$ cat config.mk
export PLATFORM = sky130hd
export DESIGN_NAME = shrp_serial_port
export DESIGN_NICKNAME = d
export VERILOG_FILES = /design/src/logic/shrp_pkg.sv /design/src/logic/shrp_serial_port.sv
export VERILOG_INCLUDE_DIRS = /design/src /design/src/logic
export SDC_FILE = /design/constraint.sdc
export NUM_CORES = 1
export LEC_CHECK = 0
export BUFFER_PORTS_ARGS = -buffer_cell sky130_fd_sc_hd__buf_2
export CAP_MARGIN = 15
export CORE_MARGIN = 3
export CORE_UTILIZATION = 32
export CTS_BUF_LIST = sky130_fd_sc_hd__clkbuf_16
export DETAILED_ROUTE_END_ITERATION = 12
export PLACE_DENSITY = 0.57
export SLEW_MARGIN = 20
export SYNTH_ARGS = -nofsm -noshare
export SYNTH_HDL_FRONTEND = slang
export SYNTH_SLANG_ARGS = --single-unit
$ cat constraint.sdc
create_clock -name clk -period 3.8 [get_ports clk]
set_clock_uncertainty 0.1 [all_clocks]
set_input_delay 0 -clock clk [delete_from_list [all_inputs] [get_ports clk]]
set_output_delay 0 -clock clk [all_outputs]
set_load 0.02 [all_outputs]
$ cat src/logic/shrp_consts.svh
// Constants for the serial host register port
`ifndef SHRP_CONSTS_SVH
`define SHRP_CONSTS_SVH

// ----------------------------------------------------------------
// Frame layout
// ----------------------------------------------------------------
`define SHRP_INSTR_BITS 5
`define SHRP_ADDR_BITS 11
`define SHRP_DATA_BITS 8
`define SHRP_HDR_BITS 16
`define SHRP_HDR_LAST 5'h0F
`define SHRP_DATA_LAST 5'h07
`define SHRP_DIR_POS 15
`define SHRP_DIR_READ 1'b1

// ----------------------------------------------------------------
// Pin synchroniser
// ----------------------------------------------------------------
`define SHRP_SYNC_STAGES 3
`define SHRP_PIN_SEL 2
`define SHRP_PIN_SCLK 1
`define SHRP_PIN_SDI 0
`define SHRP_PIN_RESET 3'h4

`endif

$ cat src/logic/shrp_pkg.sv
// Types shared by the serial host register port
`include "shrp_consts.svh"

package shrp_pkg;

    // Register access request handed to the register file
    typedef struct packed {
        logic wr;
        logic [`SHRP_INSTR_BITS-2:0] instr_low;
        logic [`SHRP_ADDR_BITS-1:0] addr;
        logic [`SHRP_DATA_BITS-1:0] data;
    } shrp_req_t;

    typedef enum logic [4:0] {
        SHRP_IDLE  = 5'h01,
        SHRP_HDR   = 5'h02,
        SHRP_WDATA = 5'h04,
        SHRP_RDATA = 5'h08,
        SHRP_DONE  = 5'h10
    } shrp_state_t;

endpackage

$ cat src/logic/shrp_serial_port.sv
// Serial host port giving an external processor access to the internal registers
`timescale 1ns/100ps
`default_nettype none
`include "shrp_consts.svh"

// Summary of operation
// - Select falling starts one access; select rising ends it.
// - After select low, five instruction bits are sampled on serial clock rising edges.
// - Instruction MSB one means read, zero means write.
// - An eleven-bit register address follows the instruction directly.
// - Read data leaves on the serial output, changing on serial clock falling edges.
// - Write data follows the address and is stored in the addressed register.
module shrp_serial_port
    import shrp_pkg::*;
(
    input wire logic clk,
    input wire logic reset,
    input wire logic host_sel_n,
    input wire logic host_sclk,
    input wire logic host_serial_in,
    output logic host_serial_out,
    output logic host_serial_out_oe_n,
    output logic reg_wr_en,
    output logic reg_rd_en,
    output shrp_req_t reg_req,
    input wire logic [`SHRP_DATA_BITS-1:0] reg_rd_data
);

    // ----------------------------------------------------------------
    // Pin synchronisers
    // ----------------------------------------------------------------
    // A change counts only once stages two and three agree, which
    // rejects a single-cycle glitch on the slow host pins.
    logic [2:0] pins_in;
    logic [2:0] sync1_r;
    logic [2:0] sync2_r;
    logic [2:0] sync3_r;
    logic [2:0] flt_r;
    logic [2:0] flt_prev_r;

    assign pins_in = {host_sel_n, host_sclk, host_serial_in};

    localparam logic [2:0] pin_rst_val = `SHRP_PIN_RESET;

    genvar gi;
    generate
        for (gi = 0; gi < 3; gi = gi + 1)
        begin : g_sync
            always_ff @(posedge clk)
            begin
                if (reset)
                begin
                    sync1_r[gi] <= pin_rst_val[gi];
                    sync2_r[gi] <= pin_rst_val[gi];
                    sync3_r[gi] <= pin_rst_val[gi];
                    flt_r[gi] <= pin_rst_val[gi];
                    flt_prev_r[gi] <= pin_rst_val[gi];
                end
                else
                begin
                    sync1_r[gi] <= pins_in[gi];
                    sync2_r[gi] <= sync1_r[gi];
                    sync3_r[gi] <= sync2_r[gi];
                    if (sync2_r[gi] == sync3_r[gi])
                    begin
                        flt_r[gi] <= sync3_r[gi];
                    end
                    flt_prev_r[gi] <= flt_r[gi];
                end
            end
        end
    endgenerate

    logic sel_n_f;
    logic sel_fall;
    logic sclk_rise;
    logic sclk_fall;
    logic sdi_f;

    assign sel_n_f = flt_r[`SHRP_PIN_SEL];
    assign sel_fall = flt_prev_r[`SHRP_PIN_SEL] & ~flt_r[`SHRP_PIN_SEL];
    assign sclk_rise = flt_r[`SHRP_PIN_SCLK] & ~flt_prev_r[`SHRP_PIN_SCLK];
    assign sclk_fall = flt_prev_r[`SHRP_PIN_SCLK] & ~flt_r[`SHRP_PIN_SCLK];
    assign sdi_f = flt_r[`SHRP_PIN_SDI];

    // Next filtered select, so the output clears in the cycle the enable releases
    logic sel_n_nxt;

    assign sel_n_nxt = (sync2_r[`SHRP_PIN_SEL] == sync3_r[`SHRP_PIN_SEL])
        ? sync3_r[`SHRP_PIN_SEL] : flt_r[`SHRP_PIN_SEL];

    // ----------------------------------------------------------------
    // Frame sequencer
    // ----------------------------------------------------------------
    shrp_state_t state_r;
    logic [4:0] cnt_r;
    logic [`SHRP_HDR_BITS-1:0] hdr_r;
    logic [`SHRP_DATA_BITS-1:0] wdata_r;
    logic [`SHRP_HDR_BITS-1:0] hdr_nxt;
    logic [`SHRP_DATA_BITS-1:0] wdata_nxt;

    assign hdr_nxt = {hdr_r[`SHRP_HDR_BITS-2:0], sdi_f};
    assign wdata_nxt = {wdata_r[`SHRP_DATA_BITS-2:0], sdi_f};

    always_ff @(posedge clk)
    begin
        if (reset)
        begin
            state_r <= SHRP_IDLE;
            cnt_r <= 5'h00;
            hdr_r <= 16'h0000;
            wdata_r <= 8'h00;
        end
        else if (sel_n_f)
        begin
            // Select high abandons any partial frame
            state_r <= SHRP_IDLE;
            cnt_r <= 5'h00;
        end
        else
        begin
            unique case (state_r)
                SHRP_IDLE:
                begin
                    if (sel_fall)
                    begin
                        state_r <= SHRP_HDR;
                        cnt_r <= 5'h00;
                    end
                end
                SHRP_HDR:
                begin
                    if (sclk_rise)
                    begin
                        hdr_r <= hdr_nxt;
                        cnt_r <= cnt_r + 5'h01;
                        if (cnt_r == `SHRP_HDR_LAST)
                        begin
                            cnt_r <= 5'h00;
                            // Instruction then address, sixteen bits in all
                            if (hdr_nxt[`SHRP_DIR_POS] == `SHRP_DIR_READ)
                            begin
                                state_r <= SHRP_RDATA;
                            end
                            else
                            begin
                                state_r <= SHRP_WDATA;
                            end
                        end
                    end
                end
                SHRP_WDATA:
                begin
                    if (sclk_rise)
                    begin
                        wdata_r <= wdata_nxt;
                        cnt_r <= cnt_r + 5'h01;
                        if (cnt_r == `SHRP_DATA_LAST)
                        begin
                            state_r <= SHRP_DONE;
                        end
                    end
                end
                SHRP_RDATA:
                begin
                    state_r <= SHRP_RDATA;
                end
                SHRP_DONE:
                begin
                    // Extra clocks after the data byte are ignored
                    state_r <= SHRP_DONE;
                end
            endcase
        end
    end

    // ----------------------------------------------------------------
    // Register access strobes
    // ----------------------------------------------------------------
    logic wr_go;
    logic rd_go;

    assign wr_go = ~sel_n_f & (state_r == SHRP_WDATA) & sclk_rise
        & (cnt_r == `SHRP_DATA_LAST);
    assign rd_go = ~sel_n_f & (state_r == SHRP_HDR) & sclk_rise
        & (cnt_r == `SHRP_HDR_LAST) & (hdr_nxt[`SHRP_DIR_POS] == `SHRP_DIR_READ);

    always_ff @(posedge clk)
    begin
        if (reset)
        begin
            reg_wr_en <= 1'b0;
            reg_rd_en <= 1'b0;
            reg_req <= '0;
        end
        else
        begin
            reg_wr_en <= wr_go;
            reg_rd_en <= rd_go;
            if (rd_go)
            begin
                reg_req.wr <= 1'b0;
                reg_req.instr_low <= hdr_nxt[14:11];
                reg_req.addr <= hdr_nxt[10:0];
                reg_req.data <= 8'h00;
            end
            else if (wr_go)
            begin
                reg_req.wr <= 1'b1;
                reg_req.instr_low <= hdr_r[14:11];
                reg_req.addr <= hdr_r[10:0];
                reg_req.data <= wdata_nxt;
            end
        end
    end

    // ----------------------------------------------------------------
    // Read data shifter
    // ----------------------------------------------------------------
    // The register file answers one cycle after the read strobe; the
    // host's first falling edge comes tens of cycles later, so the
    // load always wins the race.
    logic [`SHRP_DATA_BITS-1:0] rshift_r;
    logic sdo_r;
    logic rd_load_r;

    always_ff @(posedge clk)
    begin
        if (reset)
        begin
            rd_load_r <= 1'b0;
        end
        else
        begin
            rd_load_r <= reg_rd_en;
        end
    end

    always_ff @(posedge clk)
    begin
        if (reset)
        begin
            rshift_r <= 8'h00;
            sdo_r <= 1'b0;
        end
        else if (sel_n_nxt)
        begin
            sdo_r <= 1'b0;
        end
        else if (rd_load_r)
        begin
            rshift_r <= reg_rd_data;
        end
        else if ((state_r == SHRP_RDATA) && sclk_fall)
        begin
            sdo_r <= rshift_r[`SHRP_DATA_BITS-1];
            rshift_r <= {rshift_r[`SHRP_DATA_BITS-2:0], 1'b0};
        end
    end

    assign host_serial_out = sdo_r;
    // Enable is low while driving; released whenever select is high
    assign host_serial_out_oe_n = sel_n_f;

endmodule // shrp_serial_port

`default_nettype wire

Word level (Yosys, flattened, before mapping). Cells that the tools add are included. W data, S select, Z words.

Logic and storage cells: 88. Input bits: 13. Flip-flop bits (word level): 82. Output and inout port bits: 28.

Equal/unequal tests: 15. Mux-type cells: 17. Add/sub/neg operators: 1. Reduce and logical (&&, ||, !) cells: 13. Bitwise logic cells: 15.

Operators by type and width (number): $mux W23 (2); $mux W5 (9); $pmux W5 S5 (1); $mux W8 (2); $pmux W5 S3 (1); $and A1 B1 Y1 (10); $eq A5 B3 Y1 const B (2); $eq A5 B4 Y1 const B (2); $ne A2 B2 Y1 const B (5); $reduce_and A3 Y1 (2); $reduce_or A2 Y1 (3); $add A5 B1 Y5 const B (1); $eq A5 B1 Y1 const B (1); $eq A5 B2 Y1 const B (1); $eq A5 B5 Y1 const B (1); $not A1 Y1 (5); $reduce_and A5 Y1 (1); $mux W4 (1); $reduce_and A2 Y1 (2); $reduce_and A4 Y1 (1); $reduce_bool A2 Y1 (2); $eq A1 B1 Y1 (3); $reduce_bool A3 Y1 (1); $logic_and A1 B1 Y1 (1); $mux W1 (1).

Logic depth before layout (Yosys ltp). Gate-level depths: netlist of run 1.

Depth in word-level cells: 6. Gate-level depth with buffers: 8. Depth with buffers taken out: 7.

Worst setup path after synthesis of run 1. No wires, ideal clock.

Path type: flip-flop to flip-flop. From: reg cnt_r[0]. To: reg reg_req[23] in the netlist's numbering. Buffers on the path: 1. Data arrival time: 1.774 ns. Library setup time: 0.123 ns. Required time: 3.577 ns. Cell stages (with the launch flop): 9. Slack: 1.804 ns. Period minus slack after synthesis: 1.996 ns. Cell sequence: dfxtp_1 ha_1 and3_1 ha_1 nor4bb_1 nand4_1 clkbuf_1 nand2_1 nor2_1.

Cells in the longest elaborated chain, start to end: 4. Elaborated cells between the ends (all ways): 6. Those cells by class: eq/ne: 2; bitwise: 3; reduce/logical: 1.

RTL lines: start, declared (line shrp_serial_port.sv:96) `logic [4:0] cnt_r;`; start signal, assigned (line shrp_serial_port.sv:136) `cnt_r <= cnt_r + 5'h01;`; start signal, assigned (line shrp_serial_port.sv:157) `cnt_r <= cnt_r + 5'h01;`; $eq A5 B4 Y1 (no line); $and A1 B1 Y1 (2 in series) (line shrp_serial_port.sv:185) `assign rd_go = ~sel_n_f & (state_r == SHRP_HDR) & sclk_rise`; $reduce_or A2 Y1 (no line); end, declared (line shrp_serial_port.sv:25) `output shrp_req_t reg_req,`.

Parallel ways exist; a longest one is shown, timed or not. A chain may end at the register's enable or synchronous reset.

Worst setup path after layout of run 1.
From: reg cnt_r[0]. To: reg reg_req[22] in the netlist's numbering.

Cells in the longest elaborated chain, start to end: 4. Elaborated cells between the ends (all ways): 7. Those cells by class: eq/ne: 2; mux: 1; bitwise: 3; reduce/logical: 1.

RTL lines (line): $eq A5 B4 Y1 (no line); $and A1 B1 Y1 (2 in series) (shrp_serial_port.sv:185); $mux W23 / $reduce_bool A2 Y1 (equally long branches).

Parallel ways exist; a longest one is shown, timed or not.

==> out/metrics.yaml, run 1 <==
outcome: "completed"
synth_top_family_by_area: "simple AND/OR/NAND/NOR gates"
netlist_instances: 382
cts_root_buf: "clkbuf_16"
num_antenna_cells: 0
met3_usage_pct: 3.36
io_buffer_count: 40
clock_path_buffers: 2
synth-seq-area-share_pct: 49.4
h-tree-depth: 3
finalWorstPathRequiredPeriod_ns: 2.41
critical_path_arrival_ns: 2.52
die_h_um: 108
gr-usage-met2_pct: 21.4
drive_gt1_share_pct: 16.0
min_from: "reset"
yosys.area.top_type: "dfxtp_1"
cts_resized: 0
fin_crit_sh_pct: 63.4
final_area_sq_um: 3990
grt_pass1_vias: 2710
gp_congestion: 0.773
worstSkewPairLatency_ns: 0.33
hold_depth: 2
drv_slew: 0
synth-edff-count: 0
setup_slack_ns: 1.39
vias_per_cell: 4.93
finalHoldViolations: 0
path_clk_slew_ns: 0.06
areaGrowthSynthToFinish_pct: 20.2
synth_compound_area_share_pct: 15.1
drc: 0
startpoint_type: "flip-flop"
r2r_end: "reg_req[22]$_SDFFE_PP0P_"
fin_cells: 563
muxShareOfSynthArea_pct: 6.02
wl_mm: 7.41
post-synth-top-count-cell: "nand2_1"
synth_top_flop_cell: "dfxtp_1"
finalNetCount: 441
initial_utilization_pct: 33.4
synth_nets: 398
async_flop_share_pct: 0
tns_ns: 0
use_met1_pct: 17.8
vdd_drop_max_mv: 0.231
synth_commonest_cells: "nand2_1, dfxtp_1, a21oi_1"
die_w_um: 108
grt_setup_unrepaired: "false"
worst_pin_slew_ns: 0.887
r2r_cells: 5
synth_top_cell_area_share_pct: 49.4
cts_tree: "yes"
antenna_found_initial: 0
max-slew-margin-rel_pct: 40.9
wl_per_cell_um: 13.2
synth-xor-area-share_pct: 0.527
die_area_sq_um: 11600
rows: 36
first_pass_iters: 4
busiest_layer: "met2"
required_ns: 3.91
rrSetupSlack_ns: 1.39
crit_type: "flip-flop to flip-flop"
yosysWarnings: 0
synth_area_sq_um: 3320
fp.coreArea_sq_um: 9950
synth_seq_cells: 82
numCtsBuffers: 9
synthAdderAreaFrac_pct: 1.43
pre_cts_slack_ns: 1.40
ant_nets: 0
synth_simple_gate_area_share_pct: 23.2
syn_avg_cell_area_sq_um: 8.70
grt_overflow_total: 0
hold_path_class: "input port to flip-flop"
yosys-top-cells-area: "dfxtp_1, nand2_1, mux2i_1"
first_iter_violations: 139
clock-sinks: 82
crit_fanout: 24
cap_viol_max_count: 0
pwr_density_cell_nw_per_um2: 425
critPathCaptureType: "flip-flop"
whs_endpoint: "wdata_r[2]$_SDFFE_PP0P_"
grt_pass1_wl_mm: 12.7
max_freq_mhz: 415
synth_cell_types: 48
hpwlAfterDp_mm: 4.91
power.leakage_nw: 1.48
grt_use_total_pct: 13.6
crit-reg2reg-launch: "cnt_r[0]$_SDFFE_PP0P_"
ios: 41
via_count: 2776
dpl_cell_area_sq_um: 3600
grt_start_max_net_pins: 49
placed_cells: 536
setup_viol: 0
## worst max path at each step
stage / start / end / slack (ns) / cells past startpoint
2_1_floorplan: cnt_r[0]$_SDFFE_PP0P_ / reg_req[23]$_SDFFE_PP0N_ / 1.80 / 8
3_3_place_gp: cnt_r[0]$_SDFFE_PP0P_ / reg_req[22]$_SDFFE_PP0P_ / 1.44 / 5
3_5_place_dp: cnt_r[0]$_SDFFE_PP0P_ / reg_req[22]$_SDFFE_PP0P_ / 1.40 / 5
4_1_cts: cnt_r[0]$_SDFFE_PP0P_ / reg_req[22]$_SDFFE_PP0P_ / 1.41 / 5
5_1_grt: state_r[2]$_SDFFE_PP0P_ / reg_req[12]$_SDFFE_PP0P_ / 1.15 / 4
6_report: cnt_r[0]$_SDFFE_PP0P_ / reg_req[22]$_SDFFE_PP0P_ / 1.39 / 5
## critical path, stage by stage (launching register included)
cell and delay [ns]:
dfxtp_1 0.37, ha_1 0.23, nor4bb_1 0.46, and4_1 0.86, a31oi_1 0.11, mux2i_1 0.15
## registers in the layout, indices dropped and copies added (netlist names), 2 cells and up
| register | flops |
|---|---|
| cnt_r | 5 |
| flt_prev_r | 2 |
| hdr_r | 15 |
| reg_req | 24 |
| rshift_r | 8 |
| state_r | 5 |
| sync1_r | 3 |
| sync2_r | 3 |
| sync3_r | 3 |
| wdata_r | 7 |
## layer usage
layer	share of wire [%]	wire, um
met5	0	0
met4	1.6	117
met3	4.1	302
met2	47	3450
met1	48	3540
## what timing repair did
item	CTS	global route
setup buffers	0	0
endpoints found under the hold margin	11	0
setup endpoints to repair	0	0
hold buffers	11	0
## power by group
| part | switching [mW] | total (mW) | internal (mW) |
|---|---|---|---|
| logic | 0.0182 | 0.0345 | 0.0163 |
| clock network | 0.353 | 0.799 | 0.447 |
| registers | 0.00148 | 0.865 | 0.863 |
## layout by cell type (no fill, tap or decap), types with 4 or more instances in the layout
cell	instances
nand3_1	6
or2_2	4
dlygate4sd3_1	11
buf_4	4
a21oi_1	32
nor2b_1	10
or3_1	8
inv_1	7
nand4_1	6
mux2i_1	20
buf_2	40
nand2_1	86
clkbuf_16	9
a31oi_1	15
o21ai_0	25
dfxtp_1	82
nor2_1	15
## area by class of cell
| type | instances | area, sq um |
|---|---|---|
| fillers | 1012 | 5960 |
| flip-flops and latches | 82 | 1640 |
| multi-input cells | 269 | 1540 |
| repair buffers | 55 | 340 |
| clock buffers | 9 | 225 |
| well taps | 133 | 166 |
| clock inverters | 7 | 53.8 |
| inverters | 8 | 30.0 |
## cells by family after synthesis
group | after synthesis
XOR/XNOR | 2
multiplexers | 20
adder cells (fa/ha/maj) | 4
AO/OA/AOI/OAI | 86
buffers and inverters | 31
flip-flops | 82
AND/OR/NAND/NOR | 157
## stage by stage
stage / hold slack, ns / power (mW) / utilization, %
after floorplan: 0.00381 / 0.900 / -
after global placement: 0.0852 / 0.910 / 36.2
after detailed placement: 0.0865 / 0.911 / 36.2
after CTS: 0.175 / 1.73 / 40.1
after global routing: 0.224 / 1.76 / 40.1
final: 0.167 / 1.70 / 40.1
Power figures use the tool's default switching activity.
==> inputs of run 2 (changes only) <==
- clock period: 3.8 -> 2.5 ns (I/O delays scaled with it)
==> out/metrics.yaml, run 2 (synthesis gave the netlist of run 1 again) <==
p_clk_share_pct: 53.2  # +6.1 points
intPower_mw: 2.34  # +76%
pre_cts_slack_ns: 0.301  # -1.10 ns
crit_type: "flip-flop to flip-flop"
drive_gt1_share_pct: 17.6  # +1.5 points
grt_setup_unrepaired: "false"
first_pass_iters: 4  # unchanged
cts_setup_buffers: 0  # unchanged
required_ns: 2.61  # -1.30 ns
clock_path_buffers: 2  # unchanged
r2r_end: "reg_req[0]$_SDFFE_PP0N_"
setup_slack_ns: 0.295  # -1.10 ns
wl_mm: 7.33  # -1.1%
ant_nets: 0  # unchanged
antenna_found_initial: 0  # unchanged
outcome: "completed"
finalNetCount: 449  # +1.8%
setup_viol: 0  # unchanged
pwr_density_cell_nw_per_um2: 707  # +66%
areaGrowthSynthToFinish_pct: 24.4
path_clk_slew_ns: 0.07  # about the same
combinationalPowerShare_pct: 1.9  # about the same
drv_slew: 0  # unchanged
gp_congestion: 0.757  # -2.0%
grt_use_total_pct: 13.1  # -0.42 points
hpwlAfterDp_mm: 4.86  # -0.89%
startpoint_type: "flip-flop"
numCtsBuffers: 9  # unchanged
max_freq_mhz: 454  # +9.2%
via_count: 2785  # +0.32%
max-slew-margin-rel_pct: 60.0  # +19 points
rows: 36  # unchanged
wl_per_cell_um: 12.8  # -2.5%
cp-endpoint: "reg_req[0]$_SDFFE_PP0N_"
cts_tree: "yes"
power.leakage_nw: 1.57  # +5.7%
rrSetupSlack_ns: 0.30  # -1.10 ns
die_area_sq_um: 11600  # unchanged
finalWorstPathRequiredPeriod_ns: 2.20  # -0.203 ns
r2r_cells: 8  # +3
most-common-layout-cells: "nand2_1, dfxtp_1, buf_2"
swShare_pct: 20.0  # -1.9 points
p_switching_mw: 0.585  # +57%
grt_pass1_vias: 2541  # -6.2%
io_buffer_count: 40  # unchanged
worst_pin_slew_ns: 0.598  # -0.289 ns
tns_ns: 0  # unchanged
clock-sinks: 82  # unchanged
h-tree-depth: 3  # unchanged
cap_viol_max_count: 0  # unchanged
finalHoldViolations: 0  # unchanged
grt_pass1_wl_mm: 12.3  # -3.3%
fp.coreArea_sq_um: 9950  # unchanged
critPathCaptureType: "flip-flop"
die_h_um: 108  # unchanged
ios: 41  # unchanged
crit-reg2reg-launch: "cnt_r[0]$_SDFFE_PP0P_"
crit_fanout: 20  # -17%
die_w_um: 108  # unchanged
hold_path_class: "input port to flip-flop"
grt_start_max_net_pins: 48  # -2.0%
pwr-share-seq_pct: 45.0  # -5.9 points
num_antenna_cells: 0  # unchanged
critical_path_arrival_ns: 2.32  # -0.20 ns
vias_per_cell: 4.88  # -1.1%
first_iter_violations: 170  # +22%
largest-register: "reg_req"
worstSkewPairLatency_ns: 0.33  # about the same
crit_path_start: "cnt_r[0]$_SDFFE_PP0P_"
cts_root_buf: "clkbuf_16"
final_common_cell: "nand2_1"
initial_utilization_pct: 33.4  # unchanged
grt_overflow_total: 0  # unchanged
largest_reg_flops: 24  # unchanged
vdd_drop_max_mv: 0.366  # +58%
drc: 0  # unchanged
reg_top3: "reg_req (24), hdr_r (15), rshift_r (8)"
fin_crit_sh_pct: 88.2  # +25 points
## run 2: changes by cell type in the layout (fill, tap and decap cells not counted)
cell	previous run	this run
clkinv_4	2	0
buf_4	4	11
clkinvlp_4	2	0
clkinv_1	2	1
bufinv_16	0	3
inv_8	0	2
dlygate4sd3_1	11	12
## run 2: per-stage QoR
stage          cell area (sq um)  util (%)  power, mW  std cells  hold slack (ns)
2_1_floorplan               3320         -       1.37        382          0.00381
3_3_place_gp                3660      36.7       1.38        543           0.0853
3_5_place_dp                3660      36.7       1.38        543           0.0895
4_1_cts                     4130      41.5       2.96        571            0.284
5_1_grt                     4130      41.5       3.02        571            0.294
6_report                    4130      41.5       2.92        571            0.293
## run 2: per-layer routing
| metal | part of all wire, % | routed length [um] | global-route usage [%] | up-vias |
|---|---|---|---|---|
| li1 | - | - | - | 1432 |
| met3 | 4.2 | 306 | 3.78 | 4 |
| met2 | 46 | 3360 | 20.7 | 61 |
| met5 | 0 | 0 | 0 | - |
| met1 | 49 | 3610 | 17.9 | 1288 |
| met4 | 0.63 | 46 | 2.98 | 0 |
## run 2: how the worst min path moves through the flow
stage	from	endpoint	slack (ns)	cells past startpoint
CTS	host_sel_n	sync1_r[2]$_SDFF_PP1_	0.28	3
global placement	host_sel_n	sync1_r[2]$_SDFF_PP1_	0.09	2
floorplan	host_sel_n	sync1_r[2]$_SDFF_PP1_	0.004	1
finish	host_sel_n	sync1_r[2]$_SDFF_PP1_	0.29	3
detailed placement	host_sel_n	sync1_r[2]$_SDFF_PP1_	0.09	2
global route	host_sel_n	sync1_r[2]$_SDFF_PP1_	0.29	3
## run 2: area by class of cell
| class | count | area (sq um) |
|---|---|---|
| fillers | 971 | 5820 |
| flip-flops and latches | 82 | 1640 |
| multi-input cells | 269 | 1540 |
| repair buffers | 63 | 403 |
| clock buffers | 9 | 225 |
| well taps | 133 | 166 |
| clock inverters | 7 | 130 |
| inverters | 8 | 30.0 |
## run 2: worst max-delay path: stages, from the launching register on
cell and delay (ns):
dfxtp_1 0.37, ha_1 0.22, and3_1 0.19, ha_1 0.26, nor4bb_1 0.30, nand4_1 0.12
buf_4 0.22, nand2_1 0.24, a21oi_1 0.07
## run 2: power groups by stage
stage | combinational (mW) | clock, mW | sequential, mW
floorplan | 0.0242 | 0 | 1.34
global placement | 0.0400 | 0 | 1.34
detailed placement | 0.0409 | 0 | 1.34
CTS | 0.0551 | 1.59 | 1.31
global route | 0.0605 | 1.64 | 1.31
finish | 0.0541 | 1.55 | 1.31
## run 2: repair_timing
item / in CTS / in global routing
hold buffers: 12 / 0
gates resized for setup: 0 / 0
hold endpoints to repair: 12 / 0
